**config.mk**
```make
export PLATFORM = sky130hd
export DESIGN_NAME = etd_top
export DESIGN_NICKNAME = d
export VERILOG_FILES = /design/src/verilog/etd_pkg.sv /design/src/verilog/etd_line_det.sv /design/src/verilog/etd_top.sv
export SDC_FILE = /design/constraint.sdc
export NUM_CORES = 1
export LEC_CHECK = 0
export ABC_AREA = 0
export ABC_CLOCK_PERIOD_IN_PS = 2750
export BUFFER_PORTS_ARGS = -buffer_cell sky130_fd_sc_hd__buf_2
export CORE_ASPECT_RATIO = 0.75
export CORE_MARGIN = 3
export CORE_UTILIZATION = 61
export CTS_CLUSTER_DIAMETER = 60
export DETAILED_ROUTE_END_ITERATION = 7
export PLACE_DENSITY = 0.81
export SLEW_MARGIN = 10
export SYNTH_ARGS = -nofsm -noshare
export SYNTH_HDL_FRONTEND = slang
export SYNTH_SLANG_ARGS = --single-unit
```
**constraint.sdc**
```tcl
create_clock -name pclk -period 2.75 [get_ports pclk]
set_input_delay 0.55 -clock pclk [delete_from_list [all_inputs] [get_ports pclk]]
set_output_delay 0.55 -clock pclk [all_outputs]
set_load 0.01 [all_outputs]
```
**src/verilog/etd_pkg.sv**
```systemverilog
// package for the external trigger input dispatch block
// assumes a single 25 MHz apb clock domain
package etd_pkg;
  localparam int ETD_LINES = 5;
  localparam int ETD_CHANS = 4;
  localparam int ETD_CLK_MHZ = 25;
  // filter windows in microseconds per sensitivity level
  localparam int ETD_FILT_LOW_US = 20;
  localparam int ETD_FILT_MID_US = 4;
  localparam int ETD_FILT_HIGH_US = 1;
  localparam int ETD_FILT_LOW_CYC = ETD_FILT_LOW_US * ETD_CLK_MHZ;
  localparam int ETD_FILT_MID_CYC = ETD_FILT_MID_US * ETD_CLK_MHZ;
  localparam int ETD_FILT_HIGH_CYC = ETD_FILT_HIGH_US * ETD_CLK_MHZ;
  localparam int ETD_FCNT_W = 10;
  // register byte addresses; line config at base + 4*line
  localparam logic [11:0] ETD_CFG_BASE = 12'h000;
  localparam logic [11:0] ETD_STAT_ADDR = 12'h020;
  localparam logic [11:0] ETD_OUT_ADDR = 12'h024;
  localparam logic [11:0] ETD_MODE_ADDR = 12'h028;
  localparam logic [11:0] ETD_ERR_ADDR = 12'h02c;
  // line config field positions
  localparam int ETD_F_EN = 0;
  localparam int ETD_F_CFGD = 1;
  localparam int ETD_F_TYPE = 4;
  localparam int ETD_F_SENS = 8;
  localparam int ETD_F_ACT = 12;
  localparam int ETD_F_TGT = 16;
  localparam int ETD_F_SENS_WR = 31;
  typedef enum logic [2:0] {
    ETD_TYPE_RISE = 3'h0, ETD_TYPE_FALL = 3'h1, ETD_TYPE_HIGH = 3'h2,
    ETD_TYPE_LOW = 3'h3, ETD_TYPE_ANY = 3'h4
  } etd_type_t;
  typedef enum logic [1:0] {
    ETD_SENS_LOW = 2'h0, ETD_SENS_MID = 2'h1, ETD_SENS_HIGH = 2'h2
  } etd_sens_t;
  typedef enum logic [3:0] {
    ETD_ACT_ON = 4'h0, ETD_ACT_OFF = 4'h1, ETD_ACT_TOGGLE = 4'h2,
    ETD_ACT_POWER = 4'h3, ETD_ACT_CV = 4'h4, ETD_ACT_CC = 4'h5,
    ETD_ACT_CR = 4'h6, ETD_ACT_SEP = 4'h7, ETD_ACT_STACK = 4'h8,
    ETD_ACT_COMB = 4'h9
  } etd_act_t;
  // per channel mode codes
  localparam logic [1:0] ETD_MODE_SUPPLY = 2'h0;
  localparam logic [1:0] ETD_MODE_CV = 2'h1;
  localparam logic [1:0] ETD_MODE_CC = 2'h2;
  localparam logic [1:0] ETD_MODE_CR = 2'h3;
  // tracking codes
  localparam logic [1:0] ETD_TRK_SEP = 2'h0;
  localparam logic [1:0] ETD_TRK_STACK = 2'h1;
  localparam logic [1:0] ETD_TRK_COMB = 2'h2;
  typedef struct packed {
    logic en;
    logic cfgd;
    etd_type_t ttype;
    etd_sens_t sens;
    etd_act_t act;
    logic [3:0] tgt;
  } etd_cfg_t;
  localparam etd_cfg_t ETD_CFG_RST = '{1'b0, 1'b0, ETD_TYPE_RISE, ETD_SENS_MID,
                                       ETD_ACT_ON, 4'h0};
  typedef struct packed {
    logic psel;
    logic penable;
    logic pwrite;
    logic [11:0] paddr;
    logic [31:0] pwdata;
  } etd_apb_req_t;
endpackage

```
**src/verilog/etd_line_det.sv**
```systemverilog
// one trigger line: synchroniser, noise filter, edge or level detection
// assumes the raw line is asynchronous to pclk
`timescale 1ns/1ns
module etd_line_det
  import etd_pkg::*;
#(
  parameter int FILT_LOW = ETD_FILT_LOW_CYC,
  parameter int FILT_MID = ETD_FILT_MID_CYC,
  parameter int FILT_HIGH = ETD_FILT_HIGH_CYC
)
(
  // clock and reset
  input wire logic pclk,
  input wire logic presetn,
  // line and settings
  input wire logic line_raw,
  input wire etd_pkg::etd_type_t ttype,
  input wire etd_pkg::etd_sens_t sens,
  // result
  output logic fire,
  output logic level
);
  import etd_pkg::*;
  logic sync1_reg;
  logic sync2_reg;
  logic filt_reg;
  logic filt_d_reg;
  logic [ETD_FCNT_W-1:0] cnt_reg;
  logic [ETD_FCNT_W-1:0] cnt_next;
  logic [ETD_FCNT_W-1:0] win;
  wire differ = sync2_reg != filt_reg;
  wire settle = differ && (cnt_reg >= win);
  wire rise = filt_reg && !filt_d_reg;
  wire fall = !filt_reg && filt_d_reg;

  // lower sensitivity means a longer stable time before a change is accepted
  assign win = (sens == ETD_SENS_LOW) ? ETD_FCNT_W'(FILT_LOW - 1) :
               (sens == ETD_SENS_MID) ? ETD_FCNT_W'(FILT_MID - 1) :
               ETD_FCNT_W'(FILT_HIGH - 1);
  assign cnt_next = differ ? cnt_reg + 1'b1 : '0;
  assign level = filt_reg;

  // level types fire every cycle the level holds; action logic applies them idempotently, except toggle, which flips the output each cycle
  always_comb
  begin
    unique case (ttype)
      ETD_TYPE_RISE: fire = rise;
      ETD_TYPE_FALL: fire = fall;
      ETD_TYPE_HIGH: fire = filt_reg;
      ETD_TYPE_LOW: fire = !filt_reg;
      ETD_TYPE_ANY: fire = rise || fall;
      default: fire = 1'b0;
    endcase
  end

  always_ff @(posedge pclk or negedge presetn)
  begin
    if (!presetn)
    begin
      sync1_reg <= 1'b0;
      sync2_reg <= 1'b0;
      filt_reg <= 1'b0;
      filt_d_reg <= 1'b0;
      cnt_reg <= '0;
    end
    else
    begin
      sync1_reg <= line_raw;
      sync2_reg <= sync1_reg;
      filt_d_reg <= filt_reg;
      cnt_reg <= settle ? '0 : cnt_next;
      if (settle)
        filt_reg <= sync2_reg;
    end
  end
endmodule

```
**src/verilog/etd_top.sv**
```systemverilog
// external trigger input dispatch: five lines steer outputs of four channels
// assumes an apb master on pclk; trigger lines asynchronous
// Overview of operation
// - a fired line whose action is stacked tracking puts channel one and two in series tracking; the code needs both targeted and in supply mode.
// - a fired line whose action is combined tracking puts channel one and two in parallel tracking; the code needs both targeted and in supply mode.
// - the configured action of each line reads back on query.
// - each line holds a low, medium or high sensitivity that reads back.
// - a sensitivity write to a line not yet configured is rejected.
// - lower sensitivity applies a longer noise filter to the line.
// - each line has one enable per channel one to four, several may be set.
// - the target query returns every enabled channel together.
// - each line holds a detection type of rising, falling, high or low.
// - the any-edge type fires on both transitions.
// - choosing the any-edge type forces the action to output off.
// - settings are kept separately for lines zero to four.
// - a disabled line causes no action.
// - actions include on, off and toggle of each targeted channel.
//
// Local design decisions: the APB register port and the placing of the registers.
`timescale 1ns/1ns
module etd_top
  import etd_pkg::*;
#(
  parameter int LINES = ETD_LINES,
  parameter int CHANS = ETD_CHANS
)
(
  // apb
  input wire logic pclk,
  input wire logic presetn,
  input wire logic psel,
  input wire logic penable,
  input wire logic pwrite,
  input wire logic [11:0] paddr,
  input wire logic [31:0] pwdata,
  output logic [31:0] prdata,
  output logic pready,
  output logic pslverr,
  // trigger lines
  input wire logic [LINES-1:0] trig_line,
  // channel control
  output logic [CHANS-1:0] chan_out_on,
  output logic [2*CHANS-1:0] chan_mode,
  output logic [1:0] track_mode
);
  import etd_pkg::*;

  etd_cfg_t cfg_reg [LINES];
  logic [CHANS-1:0] out_reg;
  logic [2*CHANS-1:0] mode_reg;
  logic [1:0] trk_reg;
  logic err_reg;
  logic [31:0] rdata_reg;
  logic [LINES-1:0] fire;
  logic [LINES-1:0] lvl;
  etd_apb_req_t req;

  assign req = '{psel, penable, pwrite, paddr, pwdata};
  assign chan_out_on = out_reg;
  assign chan_mode = mode_reg;
  assign track_mode = trk_reg;
  assign pready = 1'b1;

  function automatic logic [31:0] etd_pack(input etd_cfg_t c);
    logic [31:0] w;
    w = '0;
    w[ETD_F_EN] = c.en;
    w[ETD_F_CFGD] = c.cfgd;
    w[ETD_F_TYPE +: 3] = c.ttype;
    w[ETD_F_SENS +: 2] = c.sens;
    w[ETD_F_ACT +: 4] = c.act;
    w[ETD_F_TGT +: 4] = c.tgt;
    return w;
  endfunction

  // address decode
  wire setup = req.psel && !req.penable;
  wire acc = req.psel && req.penable;
  wire wr = acc && req.pwrite;
  wire [9:0] widx = req.paddr[11:2];
  wire is_cfg = widx < 10'(LINES);
  wire [2:0] lidx = widx[2:0];
  wire is_stat = req.paddr == ETD_STAT_ADDR;
  wire is_out = req.paddr == ETD_OUT_ADDR;
  wire is_mode = req.paddr == ETD_MODE_ADDR;
  wire is_err = req.paddr == ETD_ERR_ADDR;
  wire mapped = is_cfg || is_stat || is_out || is_mode || is_err;
  wire aligned = req.paddr[1:0] == 2'h0;
  wire sens_wr = req.pwdata[ETD_F_SENS_WR];
  wire [2:0] new_type = req.pwdata[ETD_F_TYPE +: 3];
  wire [1:0] new_sens = req.pwdata[ETD_F_SENS +: 2];
  wire type_ok = new_type <= 3'(ETD_TYPE_ANY);
  wire sens_ok = new_sens <= 2'(ETD_SENS_HIGH);
  wire act_ok = req.pwdata[ETD_F_ACT +: 4] <= 4'(ETD_ACT_COMB);
  wire cfg_hit = wr && aligned && is_cfg;
  // a sensitivity-only write needs the line already configured
  wire sens_rej = cfg_hit && sens_wr && !cfg_reg[lidx].cfgd;
  wire full_bad = cfg_hit && !sens_wr && !(type_ok && act_ok);
  wire bad_sens = cfg_hit && sens_wr && !sens_ok;
  wire bad = acc && (!mapped || !aligned) || sens_rej || full_bad || bad_sens;
  assign pslverr = bad;

  genvar g;
  generate
    for (g = 0; g < LINES; g++)
    begin : g_line
      etd_line_det u_det (
        .pclk(pclk),
        .presetn(presetn),
        .line_raw(trig_line[g]),
        .ttype(cfg_reg[g].ttype),
        .sens(cfg_reg[g].sens),
        .fire(fire[g]),
        .level(lvl[g])
      );
    end
  endgenerate

  // dispatch: lines apply in order, higher index last so it wins on conflict
  logic [CHANS-1:0] out_next;
  logic [2*CHANS-1:0] mode_next;
  logic [1:0] trk_next;
  always_comb
  begin
    out_next = out_reg;
    mode_next = mode_reg;
    trk_next = trk_reg;
    for (int l = 0; l < LINES; l++)
    begin
      if (fire[l] && cfg_reg[l].en)
      begin
        for (int c = 0; c < CHANS; c++)
        begin
          if (cfg_reg[l].tgt[c])
          begin
            unique case (cfg_reg[l].act)
              ETD_ACT_ON: out_next[c] = 1'b1;
              ETD_ACT_OFF: out_next[c] = 1'b0;
              ETD_ACT_TOGGLE: out_next[c] = !out_reg[c];
              ETD_ACT_POWER: mode_next[2*c +: 2] = ETD_MODE_SUPPLY;
              ETD_ACT_CV: mode_next[2*c +: 2] = ETD_MODE_CV;
              ETD_ACT_CC: mode_next[2*c +: 2] = ETD_MODE_CC;
              ETD_ACT_CR: mode_next[2*c +: 2] = ETD_MODE_CR;
              default: ;
            endcase
          end
        end
        // tracking applies only once software has met the channel one/two setup
        if ((&cfg_reg[l].tgt[1:0]) && mode_reg[1:0] == ETD_MODE_SUPPLY &&
            mode_reg[3:2] == ETD_MODE_SUPPLY)
        begin
          unique case (cfg_reg[l].act)
            ETD_ACT_SEP: trk_next = ETD_TRK_SEP;
            ETD_ACT_STACK: trk_next = ETD_TRK_STACK;
            ETD_ACT_COMB: trk_next = ETD_TRK_COMB;
            default: ;
          endcase
        end
      end
    end
  end

  always_ff @(posedge pclk or negedge presetn)
  begin
    if (!presetn)
    begin
      for (int l = 0; l < LINES; l++)
        cfg_reg[l] <= ETD_CFG_RST;
      out_reg <= '0;
      mode_reg <= '0;
      trk_reg <= ETD_TRK_SEP;
      err_reg <= 1'b0;
    end
    else
    begin
      out_reg <= out_next;
      mode_reg <= mode_next;
      trk_reg <= trk_next;
      if (bad)
        err_reg <= 1'b1;
      else if (wr && is_err && aligned)
        err_reg <= 1'b0;
      if (cfg_hit && !bad)
      begin
        if (sens_wr)
          cfg_reg[lidx].sens <= etd_sens_t'(new_sens);
        else
        begin
          // each line's storage is independent
          cfg_reg[lidx].en <= req.pwdata[ETD_F_EN];
          cfg_reg[lidx].cfgd <= 1'b1;
          cfg_reg[lidx].ttype <= etd_type_t'(new_type);
          cfg_reg[lidx].tgt <= req.pwdata[ETD_F_TGT +: 4];
          if (etd_type_t'(new_type) == ETD_TYPE_ANY)
            cfg_reg[lidx].act <= ETD_ACT_OFF;
          else
            cfg_reg[lidx].act <= etd_act_t'(req.pwdata[ETD_F_ACT +: 4]);
        end
      end
    end
  end

  // read data registered at setup so it stands through the access phase
  wire [31:0] rd_mux = (is_cfg && aligned) ? etd_pack(cfg_reg[lidx]) :
                       is_stat ? {27'h0, lvl} :
                       is_out ? {28'h0, out_reg} :
                       is_mode ? {22'h0, trk_reg, mode_reg} :
                       is_err ? {31'h0, err_reg} : 32'h0;
  always_ff @(posedge pclk or negedge presetn)
  begin
    if (!presetn)
      rdata_reg <= '0;
    else if (setup && !req.pwrite)
      rdata_reg <= rd_mux;
  end
  assign prdata = rdata_reg;
endmodule
```
# Word-level counts from Yosys, hierarchy flattened
# Index checks and enable logic that the tools add are counted.
[totals] output_inout_bits=48 ff_bits=192 mem_count=0 ram_bits=0 mem_bits_ro=0 in_bits=54 latchBits=0
[op_classes] n_div=0 reduce_logical=108 shifts=0 add_sub_neg=5 muxes=161 order_cmp=11 n_bitwise=1 multipliers=0 eq_ne=80
[op_table] cell="75-bit bitwise mux" n=7
[op_table] cell="15-bit demux with 3-bit select" n=6
[op_table] cell="10-bit two-way mux" n=19
[op_table] cell="2-bit one-hot mux with 4 select lines" n=20
[op_table] cell="75-bit two-way mux" n=2
[op_table] cell="4-bit by 3-bit == test with 1-bit output (second input constant)" n=20
[op_table] cell="2-bit two-way mux" n=30
[op_table] cell="1-bit one-hot mux with 3 select lines" n=20
[op_table] cell="10-bit by 1-bit adder with 10-bit output (second input constant)" n=5
[op_table] cell="10-bit greater-or-equal comparator" n=5
[op_table] cell="12-bit by 6-bit == test with 1-bit output (second input constant)" n=4
[op_table] cell="1-bit logical AND" n=48
[op_table] cell="8-bit two-way mux" n=6
[op_table] cell="15-bit binary-select mux with 3-bit select" n=1
[op_table] cell="15-bit two-way mux" n=3
[op_table] cell="4-bit by 2-bit == test with 1-bit output (second input constant)" n=10
[op_table] cell="4-bit == test (second input constant)" n=10
[op_table] cell="7-bit two-way mux" n=5
[op_table] cell="3-bit by 2-bit == test with 1-bit output (second input constant)" n=10
[op_table] cell="2-bit one-hot mux with 3 select lines" n=5
[op_table] cell="1-bit one-hot mux with 5 select lines" n=5
[op_table] cell="4-bit two-way mux" n=6
[op_table] cell="1-bit logical NOT" n=23
[op_table] cell="1-bit two-way mux" n=23
[op_table] cell="21 further kinds" n=73

# Longest topological paths before layout
# Gate-level depths: netlist of the first run.
[depth] ltp_word=18 mapped_depth=9 depth_no_buf=8

# By module
# From an unflattened synthesis of the first run, not the netlist that was laid out.
[hier_totals] cells_unflattened=1135 area_unflattened_um2=10994.3
[modules_own_cells] module="etd_top" area_per_inst_um2=6840.3 instances=1 cells_per_inst=730
[modules_own_cells] module="etd_line_det" area_per_inst_um2=830.8 instances=5 cells_per_inst=81

# Worst setup path before layout of the first run
# OpenSTA, ideal clock, no wires.
[synth_path] path_kind="input-to-reg" start="input paddr[11]" end="register cfg_reg[48] (netlist bit)" setup_time_ps=125 arrival_time_ps=2670 cell_stages=7 t_required_ps=2625 slack_ps=-46 path_cell_list="or4_4 -> or4b_4 -> o211ai_4 -> nand4_4 -> nor2_4 -> buf_12 -> mux2_4"
[synth_via] elab_chain_cells=13
[synth_rtl] element="from (decl)" line="etd_top.sv:34" rtl="input wire logic [11:0] paddr,"
[synth_rtl] element="10-bit by 3-bit < comparator with 1-bit output or 12-bit by 6-bit == test with 1-bit output (tied branches)" line="etd_top.sv:81, etd_top.sv:83"
[synth_rtl] element="1-bit logical OR (4 in series)" line="etd_top.sv:87" rtl="wire mapped = is_cfg || is_stat || is_out || is_mode || is_err;"
[synth_rtl] element="1-bit logical NOT" line="etd_top.sv:100" rtl="wire bad = acc && (!mapped || !aligned) || sens_rej || full_bad || bad_sens;"
[synth_rtl] element="1-bit logical OR" line="etd_top.sv:100"
[synth_rtl] element="1-bit logical AND" line="etd_top.sv:100"
[synth_rtl] element="1-bit logical OR (3 in series)" line="etd_top.sv:100"
[synth_rtl] element="1-bit logical NOT" line="etd_top.sv:183" rtl="if (cfg_hit && !bad)"
[synth_rtl] element="1-bit logical AND (*)" line="etd_top.sv:183"
[synth_rtl] element="to (decl)" line="etd_top.sv:48" rtl="etd_cfg_t cfg_reg [LINES];"
# Every way passes the cells marked *; elsewhere a longest branch is shown, timed or not.
# A chain may end at the register's enable or synchronous reset.

# Worst setup path in the final report of the first run
[layout_path] start="input paddr[11]" end="output pslverr"
[layout_via] elab_chain_cells=11
[layout_rtl] element="10-bit by 3-bit < comparator with 1-bit output or 12-bit by 6-bit == test with 1-bit output (tied branches)" line="etd_top.sv:81, etd_top.sv:83"
[layout_rtl] element="1-bit logical OR (4 in series)" line="etd_top.sv:87"
[layout_rtl] element="1-bit logical NOT" line="etd_top.sv:100"
[layout_rtl] element="1-bit logical OR" line="etd_top.sv:100"
[layout_rtl] element="1-bit logical AND" line="etd_top.sv:100"
[layout_rtl] element="1-bit logical OR (2 in series)" line="etd_top.sv:100"
[layout_rtl] element="1-bit logical OR (*)" line="etd_top.sv:100"
[layout_rtl] element="to (decl)" line="etd_top.sv:38" rtl="output logic pslverr,"
# Marked as above.

==> results.py, run 1 <==
metrics = {
    "setup_path": {
        "crit_fanout": 2,
        "cp_common_cell": "buf_6",
        "regToRegStartpoint": "g_line[2].u_det.level$_DFFE_PN0P_",
        "crit_required_ps": 2200,
        "path_class": "input pin to primary output",
        "cpMaxStageDelayCell": "or4_4",
        "critPathLaunch": "paddr[11]",
        "critPathLaunchType": "input pin",
        "crit_arrival_ps": 2340,
        "slowest_delay_ps": 530,
        "end_kind": "primary output",
        "path_cells": "buf_6, or4_4, or4b_4, o211ai_4, buf_6, and2_4, inv_2, buf_6",
    },
    "clock_network": {
        "clk_pin_slew_ps": 70,
        "hold_buffers": 0,
        "ctsRootBufferMaster": "clkbuf_16",
        "cts-htree-levels": 4,
        "cts_tree": "built",
        "cts_buffer_depth": 2,
        "clk_latency_ps": 440,
        "cts.sinks": 178,
        "cts_buffers": 17,
    },
    "sta": {
        "holdWs_ps": 83.4,
        "period_minus_slack_ps": 2890,
        "setup_ws_ps": -140,
        "hold_viol": 0,
        "tightest_slew_ps": 805,
        "relSlewSlack_pct": 46.3,
        "max_freq_ghz": 0.346,
        "setup_violations": 1,
        "period_share_pct": 105,
        "maxSlewViolCount": 0,
        "rsz0062_at_grt": "yes",
        "clock_skew_ps": 8.51,
    },
    "run": {
        "maxCapViolCount": 0,
    },
    "placed_design": {
        "place_hpwl_mm": 25.9,
        "port_buffers": 69,
        "dpl_cell_area_mm2": 0.0124,
        "dpl_worst_slack_ps": -277,
        "routabilityCongestion": 1.05,
    },
    "logic_synthesis": {
        "synth.avg_cell_area_um2": 9.86,
        "ys_seq_area_share_pct": 38.9,
        "synthFlopType": "dfrtp_1",
        "syn_inst": 1163,
        "async_reset_ff_share_pct": 100,
        "yosysWarnings": 0,
        "synth_enable_flop_cells": 0,
        "ys_seq_elements": 178,
        "yosysUniqueCellTypes": 84,
        "syn_area_mm2": 0.0115,
    },
    "route": {
        "drc": 0,
        "drtPass1Iterations": 7,
        "finalWirelength_mm": 34.6,
        "drtIter0Drc": 1576,
        "via_per_inst": 6.64,
        "via_count": 10200,
        "ant_nets": 0,
        "wl_per_cell_um": 22.6,
    },
    "global_routing": {
        "grt_pass1_wl_mm": 53.4,
        "grt_start_max_net_pins": 60,
        "grt_overflow": 0,
        "antenna_found_initial": 0,
        "grt_usage_pct": 33.9,
        "grt_pass1_vias": 9475,
    },
    "floorplanning": {
        "fp.coreArea_mm2": 0.0180,
        "num_rows": 42,
        "start_util_pct": 63.6,
        "fp.dieH_um": 125,
        "design.die.area_mm2": 0.0205,
        "fp.dieW_um": 164,
        "boundaryPins": 102,
    },
    "power": {
        "p_per_area_mw_per_mm2": 424,
        "leakagePower_nw": 6.10,
        "peakVddDrop_mv": 0.363,
        "total_power_mw": 5.58,
    },
    "worst_hold_path": {
        "hold_class": "input pin to async pin",
    },
    "run_status": {
        "run_status": "finished with violations",
        "violations": "negative setup slack",
    },
    "cells_and_area": {
        "syn_to_final_growth_pct": 14.8,
        "nets": 1382,
        "layout_commonest_cell": "dfrtp_1",
        "largest_register_ffs": 75,
        "layout_common_cells": "dfrtp_1 (173), nand2_1 (95), buf_4 (67)",
        "layout-drive-gt1-share_pct": 23.6,
        "diodes": 0,
        "final_design_area_no_fill_mm2": 0.0132,
    },
}
## critical path: cells and delay by family
family	cells	cell delay [ps]
AO/OA/AOI/OAI	1	220
buffers and inverters	4	370
AND/OR/NAND/NOR	3	1190
## final timing paths
path,cells past startpoint,end,slack (ps)
setup / recovery,8,pslverr,-140
hold / removal,1,g_line[0].u_det.cnt_reg[4]$_DFF_PN0_,80
setup reg to reg,8,track_mode[0]$_DFF_PN0_,60
hold reg to reg,0,g_line[2].u_det.sync2_reg$_DFF_PN0_,350
max in group asynchronous,2,g_line[3].u_det.level$_DFFE_PN0P_,1840
min in group pclk,1,g_line[3].u_det.sync1_reg$_DFF_PN0_,220
## logic make-up after synthesis
logic type | Yosys count | synth area share, %
buffers and inverters | 110 | 4.56
XOR/XNOR | 48 | 3.67
AND/OR/NAND/NOR | 414 | 19.4
flip-flops | 178 | 38.9
adder cells (fa/ha/maj) | 55 | 6.00
multiplexers | 93 | 11.1
AO/OA/AOI/OAI | 263 | 16.3
other | 2 | 0.0655
## routing by layer
| metal | global-route usage [%] | up-vias | routed length, um |
|---|---|---|---|
| li1 | - | 4508 | - |
| met1 | 50.5 | 4940 | 15000 |
| met2 | 45.9 | 625 | 13900 |
| met3 | 13.5 | 80 | 4860 |
| met4 | 7.76 | 0 | 758 |
| met5 | 0 | - | 0 |
## what timing repair did
item,4_1_cts,5_1_grt
setup endpoints to repair,1,81
hold endpoints to repair,0,0
buffers inserted,2,4
pin swaps,3,5
gates resized for setup,5,12
## area by class of cell
| class | instances | area, um2 |
|---|---|---|
| Multi-Input combinational cell | 888 | 6600 |
| Clock buffer | 18 | 439 |
| Timing Repair Buffer | 144 | 1020 |
| Inverter | 44 | 165 |
| Fill cell | 1287 | 4860 |
| Tap cell | 242 | 303 |
| Clock inverter | 14 | 176 |
| Sequential cell | 178 | 4460 |
## Yosys cell counts (all sizes together) (6+ instances only)
cell type	count	share of area, %
nor4	9	0.49
a211o	13	0.99
o211ai	10	0.77
a32oi	9	0.69
o31ai	8	0.52
and3	16	0.87
o41ai	6	0.46
buf	23	1.7
mux2	74	8.2
a21oi	49	2.1
o21ai	50	2.2
clkbuf	43	1.4
or2	17	0.93
mux2i	7	0.61
o211a	6	0.52
nor3b	16	1.1
inv	44	1.4
nand4	11	0.73
a32o	9	0.79
a22oi	14	0.92
dfrtp	173	38
a21o	13	0.85
nand2b	19	1.0
xor2	35	2.7
nor2b	31	1.7
xnor2	13	0.99
ha	55	6.0
nand3	61	2.7
nand4b	7	0.53
nand2	95	3.1
mux4	12	2.4
a211oi	11	0.72
a31oi	10	0.55
nor3	52	2.3
o2111ai	6	0.46
nor2	53	2.0
## through the flow
step | instances | util [%] | TNS (ps)
after floorplan | 1176 | - | -359
after global placement | 1490 | 69.0 | -11240
after detailed placement | 1490 | 69.0 | -15060
after CTS | 1524 | 72.6 | -191
after global routing | 1528 | 73.0 | -674
final | 1528 | 73.0 | -140
## where the power goes
group	leakage (nW)	internal, mW	switching (mW)
registers	2.43	2.64	0.0360
clock network	0.297	1.47	1.10
logic	3.37	0.122	0.207
total	6.10	4.23	1.35
No activity file was read; power rests on OpenSTA's default activity.
==> run 2, diff against run 1 <==
--- a/config.mk
+++ b/config.mk
@@ -5,15 +5,17 @@
 export SDC_FILE = /design/constraint.sdc
 export NUM_CORES = 1
 export LEC_CHECK = 0
-export ABC_AREA = 0
+export ABC_AREA = 1
 export ABC_CLOCK_PERIOD_IN_PS = 2750
 export BUFFER_PORTS_ARGS = -buffer_cell sky130_fd_sc_hd__buf_2
+export CELL_PAD_IN_SITES_DETAIL_PLACEMENT = 0
+export CELL_PAD_IN_SITES_GLOBAL_PLACEMENT = 1
 export CORE_ASPECT_RATIO = 0.75
 export CORE_MARGIN = 3
-export CORE_UTILIZATION = 61
+export CORE_UTILIZATION = 45
 export CTS_CLUSTER_DIAMETER = 60
 export DETAILED_ROUTE_END_ITERATION = 7
-export PLACE_DENSITY = 0.81
+export PLACE_DENSITY_LB_ADDON = 0.1
 export SLEW_MARGIN = 10
 export SYNTH_ARGS = -nofsm -noshare
 export SYNTH_HDL_FRONTEND = slang
==> run 2 against run 1 <==
  * The run now ends clean
  * Critical endpoint is now track_mode[0]$_DFF_PN0_
  * Combinational power grew 15%
  * Worst setup slack gained 360 ps
  * Maximum frequency grew 14%
  * Clock power grew 2%
  * Sequential cell count is the same
==> results.py, run 2 <==
metrics = {
    "setup_path": {
        "crit_required_ps": 3120,
        "cpMaxStageDelayCell": "dfrtp_1",
        "slowest_delay_ps": 440,
        "path_cells": "nor2_1, nand2_1, nor3_1, nand2_1, o21ai_0, nand2_1, nand2_1, nand2_1, nand2_1, nand2_1, nand2_1, nand2_1, nand2_1, nand2_1, nand2_1",
        "regToRegStartpoint": "chan_mode[1]$_DFF_PN0_",
        "cp_common_cell": "nand2_1",
        "critPathLaunchType": "register",
        "crit_arrival_ps": 2900,
        "path_class": "register to register",
        "r2r-end": "track_mode[0]$_DFF_PN0_",
        "worst_r2r_path_depth": 15,
        "critPathLaunch": "chan_mode[1]$_DFF_PN0_",
        "end_kind": "register",
        "r2r_setup_slack_ps": 220,
        "crit_end": "track_mode[0]$_DFF_PN0_",
        "crit_fanout": 4,
    },
    "power": {
        "p_int_mw": 4.29,
        "leakagePower_nw": 6.34,
        "total_power_mw": 5.66,
        "p_per_area_mw_per_mm2": 444,
        "sw_frac_of_total_pct": 24.1,
        "comb_power_share_pct": 6.7,
        "power.net_switching_mw": 1.36,
        "peakVddDrop_mv": 0.451,
        "p_clk_share_pct": 46.1,
        "seq_power_share_pct": 47.2,
    },
    "global_routing": {
        "grt_overflow": 0,
        "grt_pass1_vias": 9803,
        "antenna_found_initial": 0,
        "grt_pass1_wl_mm": 57.8,
        "grt_start_max_net_pins": 69,
        "grt_usage_pct": 28.1,
    },
    "cells_and_area": {
        "largest_register_ffs": 75,
        "diodes": 0,
        "layout-drive-gt1-share_pct": 12.2,
        "fillers": 2455,
        "layout_commonest_cell": "nand2_1",
        "post-route-util_pct": 52.7,
        "syn_to_final_growth_pct": 14.1,
        "nets": 1705,
        "layout_common_cells": "nand2_1 (371), inv_1 (175), dfrtp_1 (173)",
    },
    "logic_synthesis": {
        "ys_seq_area_share_pct": 40.0,
        "syn_inst": 1490,
        "ys_top_cells_by_area": "dfrtp_1 (39%), nand2_1 (12%), ha_1 (6.2%)",
        "synth_enable_flop_cells": 0,
        "syn_area_mm2": 0.0112,
        "async_reset_ff_share_pct": 100,
        "yosysUniqueCellTypes": 53,
        "yosysWarnings": 0,
        "ys_top_cells_by_count": "nand2_1 (371), inv_1 (175), dfrtp_1 (173)",
        "synth_most_common_cell": "nand2_1",
        "yosys.area.top_type": "dfrtp_1",
        "ys_seq_elements": 178,
        "synth.avg_cell_area_um2": 7.49,
        "synth_top_area_share_pct": 38.8,
        "synthFlopType": "dfrtp_1",
    },
    "route": {
        "via_per_inst": 5.49,
        "wl_met2_mm": 13.6,
        "ant_nets": 0,
        "drtPass1Iterations": 6,
        "drt-met1-wl_mm": 19.0,
        "drtIter0Drc": 1095,
        "wl_per_cell_um": 19.2,
        "via_count": 10600,
        "met3_length_mm": 4.22,
        "drc": 0,
        "finalWirelength_mm": 37.2,
        "highest_layer": "met4",
    },
    "run_status": {
        "run_status": "finished, final reports clean",
    },
    "clock_network": {
        "post-cts-setup-buffers": 0,
        "cts_tree": "built",
        "ctsRootBufferMaster": "clkbuf_16",
        "hold_buffers": 0,
        "cts_buffer_depth": 2,
        "cts_resized": 0,
        "cts-htree-levels": 4,
        "cts.sinks": 178,
        "cts_buffers": 17,
        "clk_pin_slew_ps": 70,
        "clk_latency_ps": 450,
    },
    "sta": {
        "rsz0062_at_grt": "no",
        "clock_skew_ps": 12.1,
        "period_share_pct": 91.9,
        "setup_violations": 0,
        "setup_tns_ps": 0,
        "max_freq_ghz": 0.396,
        "relSlewSlack_pct": 53.3,
        "holdWs_ps": 118,
        "maxSlewViolCount": 0,
        "period_minus_slack_ps": 2530,
        "tightest_slew_ps": 695,
        "hold_viol": 0,
    },
    "floorplanning": {
        "boundaryPins": 102,
        "fp.dieW_um": 188,
        "num_rows": 49,
        "start_util_pct": 46.2,
        "design.die.area_mm2": 0.0268,
        "fp.dieH_um": 142,
        "fp.coreArea_mm2": 0.0242,
    },
    "run": {
        "maxCapViolCount": 0,
    },
    "placed_design": {
        "routabilityCongestion": 0.949,
        "place_hpwl_mm": 29.1,
        "port_buffers": 69,
    },
    "worst_hold_path": {
        "hold_class": "input pin to async pin",
    },
}
## run 2: cell count changes in the layout (fill, tap and decap cells not counted), moves of 19 or more
cell	previous run	this run
nor2b_1	31	0
mux2_2	36	0
mux2_4	33	0
o21ai_0	49	106
nor2_1	45	142
nand4_1	10	68
inv_1	43	175
nand2b_1	19	0
nand2_1	95	371
## run 2: cells by family after synthesis
| group | after synthesis | synth area share, % |
|---|---|---|
| buf+inv | 235 | 8.80 |
| simple gates | 752 | 29.8 |
| compound gates | 236 | 12.7 |
| other cells | 2 | 0.0673 |
| xor+xnor | 32 | 2.51 |
| fa+ha+maj | 55 | 6.16 |
| flops | 178 | 40.0 |
## run 2: final cells by class
cell class / count / area (um2) / area share (%)
Multi-Input combinational cell: 1090 / 5770 / 45.3
Clock buffer: 22 / 454 / 3.56
Clock inverter: 10 / 160 / 1.26
Tap cell: 331 / 414 / 3.25
Inverter: 183 / 687 / 5.39
Sequential cell: 178 / 4460 / 35.0
Timing Repair Buffer: 126 / 795 / 6.24
## run 2: worst min path at each step
| stage | start | end | slack [ps] | cells past startpoint |
|---|---|---|---|---|
| after floorplan | presetn | cfg_reg[0]$_DFFE_PN0P_ | 250 | 0 |
| after detailed placement | g_line[0].u_det.sync1_reg$_DFF_PN0_ | g_line[0].u_det.sync2_reg$_DFF_PN0_ | 340 | 0 |
| final | presetn | g_line[4].u_det.cnt_reg[2]$_DFF_PN0_ | 120 | 1 |
| after global placement | g_line[0].u_det.sync1_reg$_DFF_PN0_ | g_line[0].u_det.sync2_reg$_DFF_PN0_ | 340 | 0 |
| after global routing | presetn | g_line[4].u_det.cnt_reg[2]$_DFF_PN0_ | 150 | 1 |
| after CTS | presetn | g_line[4].u_det.cnt_reg[2]$_DFF_PN0_ | 130 | 1 |
## run 2: critical path: cells and delay by family (launching register included)
kind,cells,cell delay (ps)
flip-flops,1,440
AO/OA/AOI/OAI,1,80
AND/OR/NAND/NOR,14,1930
## run 2: through the flow
stage	instances	area (um2)	setup WS (ps)
3_3_place_gp	1908	12100	111
5_1_grt	1940	12700	16.4
2_1_floorplan	1503	11200	627
4_1_cts	1940	12700	324
6_report	1940	12700	222
3_5_place_dp	1908	12100	80.6
## run 2: power groups by stage
| stage | logic (mW) | clock network (mW) | registers, mW |
|---|---|---|---|
| 6_report | 0.379 | 2.61 | 2.67 |
| 3_3_place_gp | 0.369 | 0 | 2.72 |
| 4_1_cts | 0.375 | 2.65 | 2.67 |
| 3_5_place_dp | 0.373 | 0 | 2.72 |
| 2_1_floorplan | 0.181 | 0 | 2.71 |
| 5_1_grt | 0.417 | 2.75 | 2.67 |
## run 2: routing by layer
layer,track usage (%),up-vias
met5,0,-
met4,5.52,0
met3,9.31,25
met2,35.6,423
met1,45.4,5039
li1,-,5162
